[src/hdl/leib_pkg.sv]
/*
  Package for the link event flag block: register offsets, bit positions,
  reset values and the bus request carrier.
  Assumes a 32-bit plain register port with byte offsets on word boundaries.
*/
package leib_pkg;

  // ----------------------------------------
  // Register map
  // ----------------------------------------
  localparam logic [7:0] LEIB_EVENT_STATUS_OFS = 8'h0C;
  localparam logic [7:0] LEIB_EVENT_MASK_OFS = 8'h10;
  localparam logic [7:0] LEIB_CONTROL_OFS = 8'h40;
  localparam logic [7:0] LEIB_FIFO_CLEAR_OFS = 8'h1C;

  // ----------------------------------------
  // Field positions
  // ----------------------------------------
  localparam int LEIB_SUMMARY_BIT = 0;
  localparam int LEIB_ISO_TX_FORMAT_ERROR_BIT = 11;
  localparam int LEIB_ASYNC_TX_FORMAT_ERROR_BIT = 12;
  localparam int LEIB_BUSY_ACK_SENT_BIT = 14;
  localparam int LEIB_HEADER_CRC_ERROR_BIT = 15;
  localparam int LEIB_TCODE_INVALID_BIT = 16;
  localparam int LEIB_CYCLE_OVERRUN_BIT = 19;
  localparam int LEIB_SECONDS_TICK_BIT = 20;
  localparam int LEIB_CYCLE_STARTED_BIT = 21;
  localparam int LEIB_CYCLE_DONE_BIT = 22;
  localparam int LEIB_CYCLE_PENDING_BIT = 23;
  localparam int LEIB_CYCLE_LOST_BIT = 24;
  localparam int LEIB_CYCLE_START_ARB_FAIL_BIT = 25;
  localparam int LEIB_ARBITRATION_GAP_EVENT_BIT = 29;
  localparam int LEIB_SUBACTION_GAP_EVENT_BIT = 30;
  localparam int LEIB_ISO_ARB_FAIL_BIT = 31;
  localparam int LEIB_GLOBAL_IRQ_GATE_BIT = 0;
  localparam int LEIB_CYCLE_MASTER_BIT = 1;
  localparam int LEIB_ASYNC_FIFO_CLEAR_BIT = 0;
  localparam int LEIB_ROLLOVER_LIMIT = 2;

  // Implemented event bits: 11,12,14,15,16,19..25,29..31
  localparam logic [31:0] LEIB_EVENT_IMPL = 32'hE3F9_D800;

  // ----------------------------------------
  // Reset values
  // ----------------------------------------
  localparam logic [31:0] LEIB_EVENT_STATUS_RST = 32'h0000_0000;
  localparam logic [31:0] LEIB_EVENT_MASK_RST = 32'h0000_0000;
  localparam logic [1:0] LEIB_CONTROL_RST = 2'h0;

  typedef struct packed {
    logic [7:0] addr;
    logic [31:0] wdata;
    logic wr;
    logic rd;
  } leib_bus_req_t;

  typedef enum logic [1:0] {
    LEIB_ASYNC_OK = 2'b00,
    LEIB_ASYNC_FAULT = 2'b01
  } leib_async_state_t;

endpackage : leib_pkg

[src/hdl/leib_event_bit.sv]
/*
  One sticky event flag with set-over-clear priority.
  Assumes set and clear pulses synchronous to the block clock.
*/
`timescale 1ns/100ps
module leib_event_bit (
  input wire logic clk_i,
  input wire logic rst_n_i,
  input wire logic set_i,
  input wire logic clear_i,
  output logic flag_o
);

  // ----------------------------------------
  // Flag
  // ----------------------------------------
  // Set wins so an event in the clear cycle is kept
  always_ff @(posedge clk_i or negedge rst_n_i) begin
    if (!rst_n_i) begin
      flag_o <= 1'b0;
    end else if (set_i) begin
      flag_o <= 1'b1;
    end else if (clear_i) begin
      flag_o <= 1'b0;
    end
  end

endmodule : leib_event_bit

[src/hdl/leib_top.sv]
/*
  Upper event flags of the link controller, their mask, the summary bit,
  the gated interrupt output and the async transmit fault state.
  Assumes event inputs are one-cycle pulses from transmitter, receiver and
  cycle timer logic, all on mclk_i.
*/
// Our own choices: strobed register access and the address map.
// Notes on behaviour
// Iso transmit FIFO invalid data sets flag bit 11.
// Async transmit FIFO invalid data sets flag bit 12.
// First quadlet not at first-quadlet entry enters fault, sets bit 12.
// Async FIFO underflow during transmission enters fault, sets bit 12.
// In fault no async packets go; async FIFO clear bit leaves it.
// Iso transmission continues normally during async fault.
// General receive FIFO overflow sets busy-sent flag bit 14.
// After overflow, packets to this node get busy acknowledge.
// Header CRC error on possibly-ours packet sets bit 15, discards packet.
// Invalid transaction code from transmit FIFO sets bit 16.
// Cycle longer than nominal period sets bit 19. Here bit 19 is in LEIB_EVENT_IMPL and is cleared like the other flags.
// Seconds field increment with timer enabled sets bit 20.
// Cycle-start sent or received sets bit 21.
// Subaction gap after cycle start sets bit 22.
// Offset reaching zero sets bit 23, held until cycle ends.
// Not cycle master, two rollovers without cycle start set bit 24.
// Cycle-start arbitration failure sets bit 25.
// Isochronous arbitration failure sets bit 31.
// Arbitration gap sets bit 29, subaction gap sets bit 30.
// Bits 13, 17-18, 26-28 read zero, ignore writes.
// Bit 0 is OR of event bits ANDed with their masks.
// Writing ones to event register clears those flags; bit 23 ignores such writes and clears only at cycle end.
// Interrupt output needs summary bit and global gate both set.
`timescale 1ns/100ps
module leib_top #(
  parameter int DATA_W = 32
) (
  input wire logic mclk_i,
  input wire logic rst_n_i,
  input wire logic [7:0] addr_i,
  input wire logic [31:0] wdata_i,
  input wire logic wr_i,
  input wire logic rd_i,
  output logic [31:0] rdata_o,
  input wire logic iso_tx_format_error_i,
  input wire logic async_tx_format_error_i,
  input wire logic async_first_quadlet_miss_i,
  input wire logic async_tx_fifo_underflow_i,
  input wire logic general_receive_fifo_overflow_i,
  input wire logic rx_packet_for_node_i,
  input wire logic header_crc_error_i,
  input wire logic tcode_invalid_i,
  input wire logic cycle_overrun_i,
  input wire logic seconds_inc_i,
  input wire logic cycle_timer_enable_i,
  input wire logic cycle_start_seen_i,
  input wire logic subaction_gap_i,
  input wire logic arbitration_gap_i,
  input wire logic offset_zero_i,
  input wire logic cycle_start_arb_fail_i,
  input wire logic iso_arb_fail_i,
  input wire logic async_tx_req_i,
  input wire logic iso_tx_req_i,
  output logic async_tx_grant_o,
  output logic iso_tx_grant_o,
  output logic busy_ack_o,
  output logic packet_discard_o,
  output logic async_fault_o,
  output logic irq_o
);
  import leib_pkg::*;

  // ----------------------------------------
  // Parameter check
  // ----------------------------------------
  if (DATA_W != 32) begin : g_bad_width
    $error("leib_top: DATA_W must be 32");
  end

  // ----------------------------------------
  // Reset release
  // ----------------------------------------
  logic rst_meta_reg;
  logic rst_sync_reg;

  always_ff @(posedge mclk_i or negedge rst_n_i) begin
    if (!rst_n_i) begin
      rst_meta_reg <= 1'b0;
      rst_sync_reg <= 1'b0;
    end else begin
      rst_meta_reg <= 1'b1;
      rst_sync_reg <= rst_meta_reg;
    end
  end

  // ----------------------------------------
  // Bus decode
  // ----------------------------------------
  leib_bus_req_t bus;
  logic wr_status;
  logic wr_mask;
  logic wr_control;
  logic wr_fifo_clear;
  logic async_fifo_clear;

  assign bus = '{addr: addr_i, wdata: wdata_i, wr: wr_i, rd: rd_i};
  assign wr_status = bus.wr && (bus.addr == LEIB_EVENT_STATUS_OFS);
  assign wr_mask = bus.wr && (bus.addr == LEIB_EVENT_MASK_OFS);
  assign wr_control = bus.wr && (bus.addr == LEIB_CONTROL_OFS);
  assign wr_fifo_clear = bus.wr && (bus.addr == LEIB_FIFO_CLEAR_OFS);
  // Self clearing: the strobe itself is the clear pulse
  assign async_fifo_clear = wr_fifo_clear && bus.wdata[LEIB_ASYNC_FIFO_CLEAR_BIT];

  // ----------------------------------------
  // Mask and control
  // ----------------------------------------
  logic [31:0] mask_reg;
  logic [1:0] control_reg;

  always_ff @(posedge mclk_i or negedge rst_sync_reg) begin
    if (!rst_sync_reg) begin
      mask_reg <= LEIB_EVENT_MASK_RST;
    end else if (wr_mask) begin
      mask_reg <= bus.wdata & LEIB_EVENT_IMPL;
    end
  end

  always_ff @(posedge mclk_i or negedge rst_sync_reg) begin
    if (!rst_sync_reg) begin
      control_reg <= LEIB_CONTROL_RST;
    end else if (wr_control) begin
      control_reg <= bus.wdata[1:0];
    end
  end

  // ----------------------------------------
  // Async fault state
  // ----------------------------------------
  leib_async_state_t async_state_reg;
  logic async_fault_entry;

  assign async_fault_entry = async_first_quadlet_miss_i || async_tx_fifo_underflow_i;

  always_ff @(posedge mclk_i or negedge rst_sync_reg) begin
    if (!rst_sync_reg) begin
      async_state_reg <= LEIB_ASYNC_OK;
    end else begin
      unique case (async_state_reg)
        LEIB_ASYNC_OK: begin
          if (async_fault_entry) begin
            async_state_reg <= LEIB_ASYNC_FAULT;
          end
        end
        LEIB_ASYNC_FAULT: begin
          // New fault in the clear cycle keeps the state
          if (async_fifo_clear && !async_fault_entry) begin
            async_state_reg <= LEIB_ASYNC_OK;
          end
        end
        default: begin
          async_state_reg <= LEIB_ASYNC_FAULT;
        end
      endcase
    end
  end

  // ----------------------------------------
  // Cycle tracking
  // ----------------------------------------
  logic in_cycle_reg;
  logic pending_reg;
  logic [1:0] rollover_cnt_reg;
  logic cycle_end;

  // Cycle ends at the first subaction gap after a cycle start
  assign cycle_end = in_cycle_reg && subaction_gap_i;

  always_ff @(posedge mclk_i or negedge rst_sync_reg) begin
    if (!rst_sync_reg) begin
      in_cycle_reg <= 1'b0;
    end else if (cycle_start_seen_i) begin
      in_cycle_reg <= 1'b1;
    end else if (cycle_end) begin
      in_cycle_reg <= 1'b0;
    end
  end

  // Pending follows hardware only; software writes cannot drop it early
  always_ff @(posedge mclk_i or negedge rst_sync_reg) begin
    if (!rst_sync_reg) begin
      pending_reg <= 1'b0;
    end else if (offset_zero_i) begin
      pending_reg <= 1'b1;
    end else if (cycle_end) begin
      pending_reg <= 1'b0;
    end
  end

  always_ff @(posedge mclk_i or negedge rst_sync_reg) begin
    if (!rst_sync_reg) begin
      rollover_cnt_reg <= 2'h0;
    end else if (cycle_start_seen_i || control_reg[LEIB_CYCLE_MASTER_BIT]) begin
      rollover_cnt_reg <= 2'h0;
    end else if (offset_zero_i && rollover_cnt_reg < 2'(LEIB_ROLLOVER_LIMIT)) begin
      rollover_cnt_reg <= rollover_cnt_reg + 2'h1;
    end
  end

  logic cycle_lost_set;
  assign cycle_lost_set = !control_reg[LEIB_CYCLE_MASTER_BIT] && !cycle_start_seen_i && offset_zero_i
                          && (rollover_cnt_reg == 2'(LEIB_ROLLOVER_LIMIT - 1));

  // ----------------------------------------
  // Event flags
  // ----------------------------------------
  logic [31:0] set_vec;
  logic [31:0] flags;

  always_comb begin
    set_vec = 32'h0000_0000;
    set_vec[LEIB_ISO_TX_FORMAT_ERROR_BIT] = iso_tx_format_error_i;
    set_vec[LEIB_ASYNC_TX_FORMAT_ERROR_BIT] = async_tx_format_error_i || async_fault_entry;
    set_vec[LEIB_BUSY_ACK_SENT_BIT] = general_receive_fifo_overflow_i;
    set_vec[LEIB_HEADER_CRC_ERROR_BIT] = header_crc_error_i && rx_packet_for_node_i;
    set_vec[LEIB_TCODE_INVALID_BIT] = tcode_invalid_i;
    set_vec[LEIB_CYCLE_OVERRUN_BIT] = cycle_overrun_i;
    set_vec[LEIB_SECONDS_TICK_BIT] = seconds_inc_i && cycle_timer_enable_i;
    set_vec[LEIB_CYCLE_STARTED_BIT] = cycle_start_seen_i;
    set_vec[LEIB_CYCLE_DONE_BIT] = cycle_end;
    set_vec[LEIB_CYCLE_LOST_BIT] = cycle_lost_set;
    set_vec[LEIB_CYCLE_START_ARB_FAIL_BIT] = cycle_start_arb_fail_i;
    set_vec[LEIB_ARBITRATION_GAP_EVENT_BIT] = arbitration_gap_i;
    set_vec[LEIB_SUBACTION_GAP_EVENT_BIT] = subaction_gap_i;
    set_vec[LEIB_ISO_ARB_FAIL_BIT] = iso_arb_fail_i;
  end

  for (genvar b = 0; b < 32; b++) begin : g_flag
    if (LEIB_EVENT_IMPL[b] && b != LEIB_CYCLE_PENDING_BIT) begin : g_impl
      leib_event_bit u_bit (
        .clk_i(mclk_i),
        .rst_n_i(rst_sync_reg),
        .set_i(set_vec[b]),
        .clear_i(wr_status && bus.wdata[b]),
        .flag_o(flags[b])
      );
    end else if (b == LEIB_CYCLE_PENDING_BIT) begin : g_pend
      assign flags[b] = pending_reg;
    end else begin : g_rsvd
      assign flags[b] = 1'b0;
    end
  end

  // ----------------------------------------
  // Summary, interrupt and outputs
  // ----------------------------------------
  logic summary;
  logic [31:0] status_word;

  assign summary = |(flags & mask_reg & LEIB_EVENT_IMPL);
  assign status_word = {flags[31:1], summary};

  always_ff @(posedge mclk_i or negedge rst_sync_reg) begin
    if (!rst_sync_reg) begin
      irq_o <= 1'b0;
    end else begin
      irq_o <= summary && control_reg[LEIB_GLOBAL_IRQ_GATE_BIT];
    end
  end

  always_ff @(posedge mclk_i or negedge rst_sync_reg) begin
    if (!rst_sync_reg) begin
      rdata_o <= 32'h0000_0000;
    end else if (bus.rd) begin
      unique case (bus.addr)
        LEIB_EVENT_STATUS_OFS: rdata_o <= status_word;
        LEIB_EVENT_MASK_OFS: rdata_o <= mask_reg;
        LEIB_CONTROL_OFS: rdata_o <= {30'h0000_0000, control_reg};
        default: rdata_o <= 32'h0000_0000;
      endcase
    end else begin
      rdata_o <= 32'h0000_0000;
    end
  end

  // Grants are registered: a request answers one cycle later
  always_ff @(posedge mclk_i or negedge rst_sync_reg) begin
    if (!rst_sync_reg) begin
      async_tx_grant_o <= 1'b0;
      iso_tx_grant_o <= 1'b0;
      async_fault_o <= 1'b0;
    end else begin
      async_tx_grant_o <= async_tx_req_i && (async_state_reg == LEIB_ASYNC_OK) && !async_fault_entry;
      iso_tx_grant_o <= iso_tx_req_i;
      async_fault_o <= (async_state_reg == LEIB_ASYNC_FAULT) || async_fault_entry;
    end
  end

  // Busy ack persists until software clears the busy-sent flag
  always_ff @(posedge mclk_i or negedge rst_sync_reg) begin
    if (!rst_sync_reg) begin
      busy_ack_o <= 1'b0;
      packet_discard_o <= 1'b0;
    end else begin
      busy_ack_o <= rx_packet_for_node_i && (flags[LEIB_BUSY_ACK_SENT_BIT] || general_receive_fifo_overflow_i);
      packet_discard_o <= header_crc_error_i && rx_packet_for_node_i;
    end
  end

endmodule : leib_top
[config.mk]
export PLATFORM = sky130hd
export DESIGN_NAME = leib_top
export DESIGN_NICKNAME = d
export VERILOG_FILES = /design/src/hdl/leib_pkg.sv /design/src/hdl/leib_event_bit.sv /design/src/hdl/leib_top.sv
export SDC_FILE = /design/constraint.sdc
export NUM_CORES = 1
export LEC_CHECK = 0
export BUFFER_PORTS_ARGS = -buffer_cell sky130_fd_sc_hd__buf_2
export CAP_MARGIN = 20
export CORE_MARGIN = 2
export CORE_UTILIZATION = 45
export CTS_BUF_LIST = sky130_fd_sc_hd__clkbuf_4 sky130_fd_sc_hd__clkbuf_8
export DETAILED_ROUTE_END_ITERATION = 16
export GPL_ROUTABILITY_DRIVEN = 0
export GPL_TIMING_DRIVEN = 0
export PLACE_DENSITY = 0.78
export SETUP_SLACK_MARGIN = 0.05
export SYNTH_ARGS = -nofsm -noshare
export SYNTH_HDL_FRONTEND = slang
export SYNTH_SLANG_ARGS = --single-unit
[constraint.sdc]
create_clock -name mclk_i -period 1.95 [get_ports mclk_i]
set_input_delay 0.2925 -clock mclk_i [delete_from_list [all_inputs] [get_ports mclk_i]]
set_output_delay 0.2925 -clock mclk_i [all_outputs]
set_load 0.03 [all_outputs]
==> metrics.yaml <==
sta:
  maxSlewViolCount: 0
  finClkSkew_ps: 7.054
  slew_headroom_pct: 63.15
  hold_violations: 0
  fin_crit_sh_pct: 81.97
  tns_ps: 0
  hold_slack_ps: 62.90
  fin_crit_ps: 1598
  clock.fmax_mhz: 625.6
  fin_ws_ps: 351.6
  rsz0062_at_grt: "no"
  finalSetupViolCount: 0
  tightest_slew_ps: 552.7
final_layout:
  fin_nets: 373
  drive_gt1_share_pct: 41.08
  largest_register_ffs: 17
  area_growth_pct: 27.38
  diodes: 0
  nFillCells: 473
grt:
  grt.total_usage_pct: 19.47
  grt_pass1_wl_um: 9246
  grt_pass1_vias: 1969
  antenna_found_initial: 0
  grt_max_degree: 38
  gr-total-overflow: 0
detailed_routing:
  drt-pass1-iter-count: 4
  routed_wl_um: 5725
  post-route-drc-count: 0
  routedWlPerCell_um: 14.83
  antenna_left: 0
  vias: 1946
  drt_iter0_markers: 93
  vias_per_cell: 5.041
power:
  p_comb_share_pct: 9.6
  p_seq_share_pct: 49.5
  power_frac_clock_pct: 40.9
  power.switching_mw: 0.6569
  p_sw_share_pct: 24.30
  power.leakage_nw: 1.621
  peakVddDrop_mv: 0.3457
  cellInternalPower_mw: 2.047
  p_per_area_nw_per_um2: 819.1
  power.total_mw: 2.704
setup_path:
  critPathArrivalTime_ps: 1860
  critical_path_required_ps: 2210
  worst-setup-path-type: "input pin to flop"
  reg2reg_slack_ps: 630
  cp_max_fo: 10
  end_kind: "flop"
  start_kind: "input pin"
clock_tree:
  cts_resized: 0
  cts.reportedPaths.clkPinSlew_ps: 60
  clk_latency_ps: 340
  cts_tree: "yes"
  postCtsSetupBuffers: 0
  cts_sinks: 61
  ctsHoldBuffers: 1
  cts_buffers: 9
  h-tree-depth: 3
  cts.path.max_buffers: 2
  cts-root-buf: "clkbuf_8"
die:
  core_region_area_um2: 5540
  rows: 27
  dieArea_um2: 6382
  die_h_um: 79.89
  chipWidth_um: 79.89
  start_util_pct: 46.77
  io_pins: 101
yosys:
  ys_seq_area_share_pct: 58.91
  post_synth.cell_area_avg_um2: 12.11
  synth-edff-count: 0
  synth_ff_type: "dfrtp_1"
  netlist_area_um2: 2591
  synth_cells: 214
  ys_warn_count: 0
  async_flop_share_pct: 100.0
  synth.distinct_cells: 39
  ys_ff_latch: 61
flow_run:
  maxCapViolCount: 0
placed_design:
  io_buffers: 68
  dp_hpwl_um: 4147
  post-place-ws_ps: 15.33
run_status:
  status: "finished, final reports clean"
min_path:
  worstHoldPathType: "input pin to flop"
## Yosys cell counts (all sizes together), types with 2 or more instances
cell	number	area, um^2
nand3	17	85.08
mux2	17	191.4
dfrtp	61	1526
nor3	3	20.02
a21o	12	90.09
buf	20	146.4
inv	5	18.77
clkbuf	5	18.77
nand4	2	18.77
a22o	2	17.52
nor2	20	75.07
nor2b	2	12.51
and3	2	12.51
a22oi	21	157.7
o21ai	2	10.00
nand2	4	15.01
conb	2	7.510
## stage by stage
stage / cell area, um^2 / util, % / std cells
final: 3301 / 59.58 / 386
after detailed placement: 3095 / 55.87 / 369
after global routing: 3301 / 59.58 / 386
after CTS: 3301 / 59.58 / 386
after floorplan: 2644 / - / 228
after global placement: 3074 / 55.49 / 368
## logic make-up (layout without fill, tap and decap cells)
| family | Yosys count | count (layout) | share of synthesized area (%) |
|---|---|---|---|
| xor gates and xnor gates | 1 | 1 | 0.3381 |
| AOI/OAI and AO/OA | 44 | 44 | 13.18 |
| muxes | 18 | 18 | 7.774 |
| DFF | 61 | 61 | 58.91 |
| buffers and inverters | 30 | 116 | 7.098 |
| other | 2 | 16 | 0.2898 |
| adders and majority gates | 1 | 1 | 0.4828 |
| and+or+nand+nor | 57 | 57 | 11.93 |
## worst max-delay path, cell delays in order
cell,delay [ps]
buf_2,120
nor4_2,390
and3_1,210
buf_2,160
clkbuf_1,420
a22oi_1,120
nor2_1,150
## cells in the final DEF (no fill, tap or decap), drive strengths merged, types with 2 or more instances in the layout
master	instances
buf	89
dfrtp	61
a22oi	21
nor2	20
nand3	17
mux2	17
conb	16
clkbuf	16
a21o	12
inv	5
nand2	4
clkinv	4
nor3	3
and3	2
nor2b	2
a22o	2
o21ai	2
nand4	2
## metal layers
metal	track usage (%)	vias to the layer above	part of all wire (%)
li1	-	927	-
met1	23.30	932	42
met2	31.25	79	47
met3	6.787	8	9.4
met4	9.322	0	1.6
met5	0	-	0
## path summary, 6_finish.rpt
check	startpoint	to	depth (start not counted)
setup / recovery	addr_i[3]	rdata_o[22]	7
hold / removal	iso_tx_req_i	iso_tx_grant_o	1
setup reg to reg	g_flag[20].g_impl.u_bit.flag_o	rdata_o[0]	4
hold reg to reg	rst_sync_reg	control_reg[1]	0
max in group asynchronous	rst_sync_reg	rdata_o[25]	1
min in group asynchronous	rst_sync_reg	control_reg[1]	0
## power by group through the flow
stage / clock network [mW] / logic, mW / registers (mW)
after global placement: 0 / 0.232 / 1.37
final: 1.10 / 0.259 / 1.34
after detailed placement: 0 / 0.258 / 1.36
after global routing: 1.18 / 0.287 / 1.35
after CTS: 1.12 / 0.260 / 1.34
after floorplan: 0 / 0.146 / 1.37
## area by class of cell
cell class | count | area (um^2) | area share, %
inverter | 5 | 18.77 | 0.5686
timing repair buffer | 70 | 370.4 | 11.22
buffer | 25 | 165.2 | 5.004
tap | 72 | 90.09 | 2.729
sequential | 61 | 1528 | 46.29
multi-input combinational | 137 | 933.4 | 28.28
clock buffer | 11 | 145.1 | 4.397
clock inverter | 5 | 50.05 | 1.516
No activity file was read; power rests on OpenSTA's default activity.
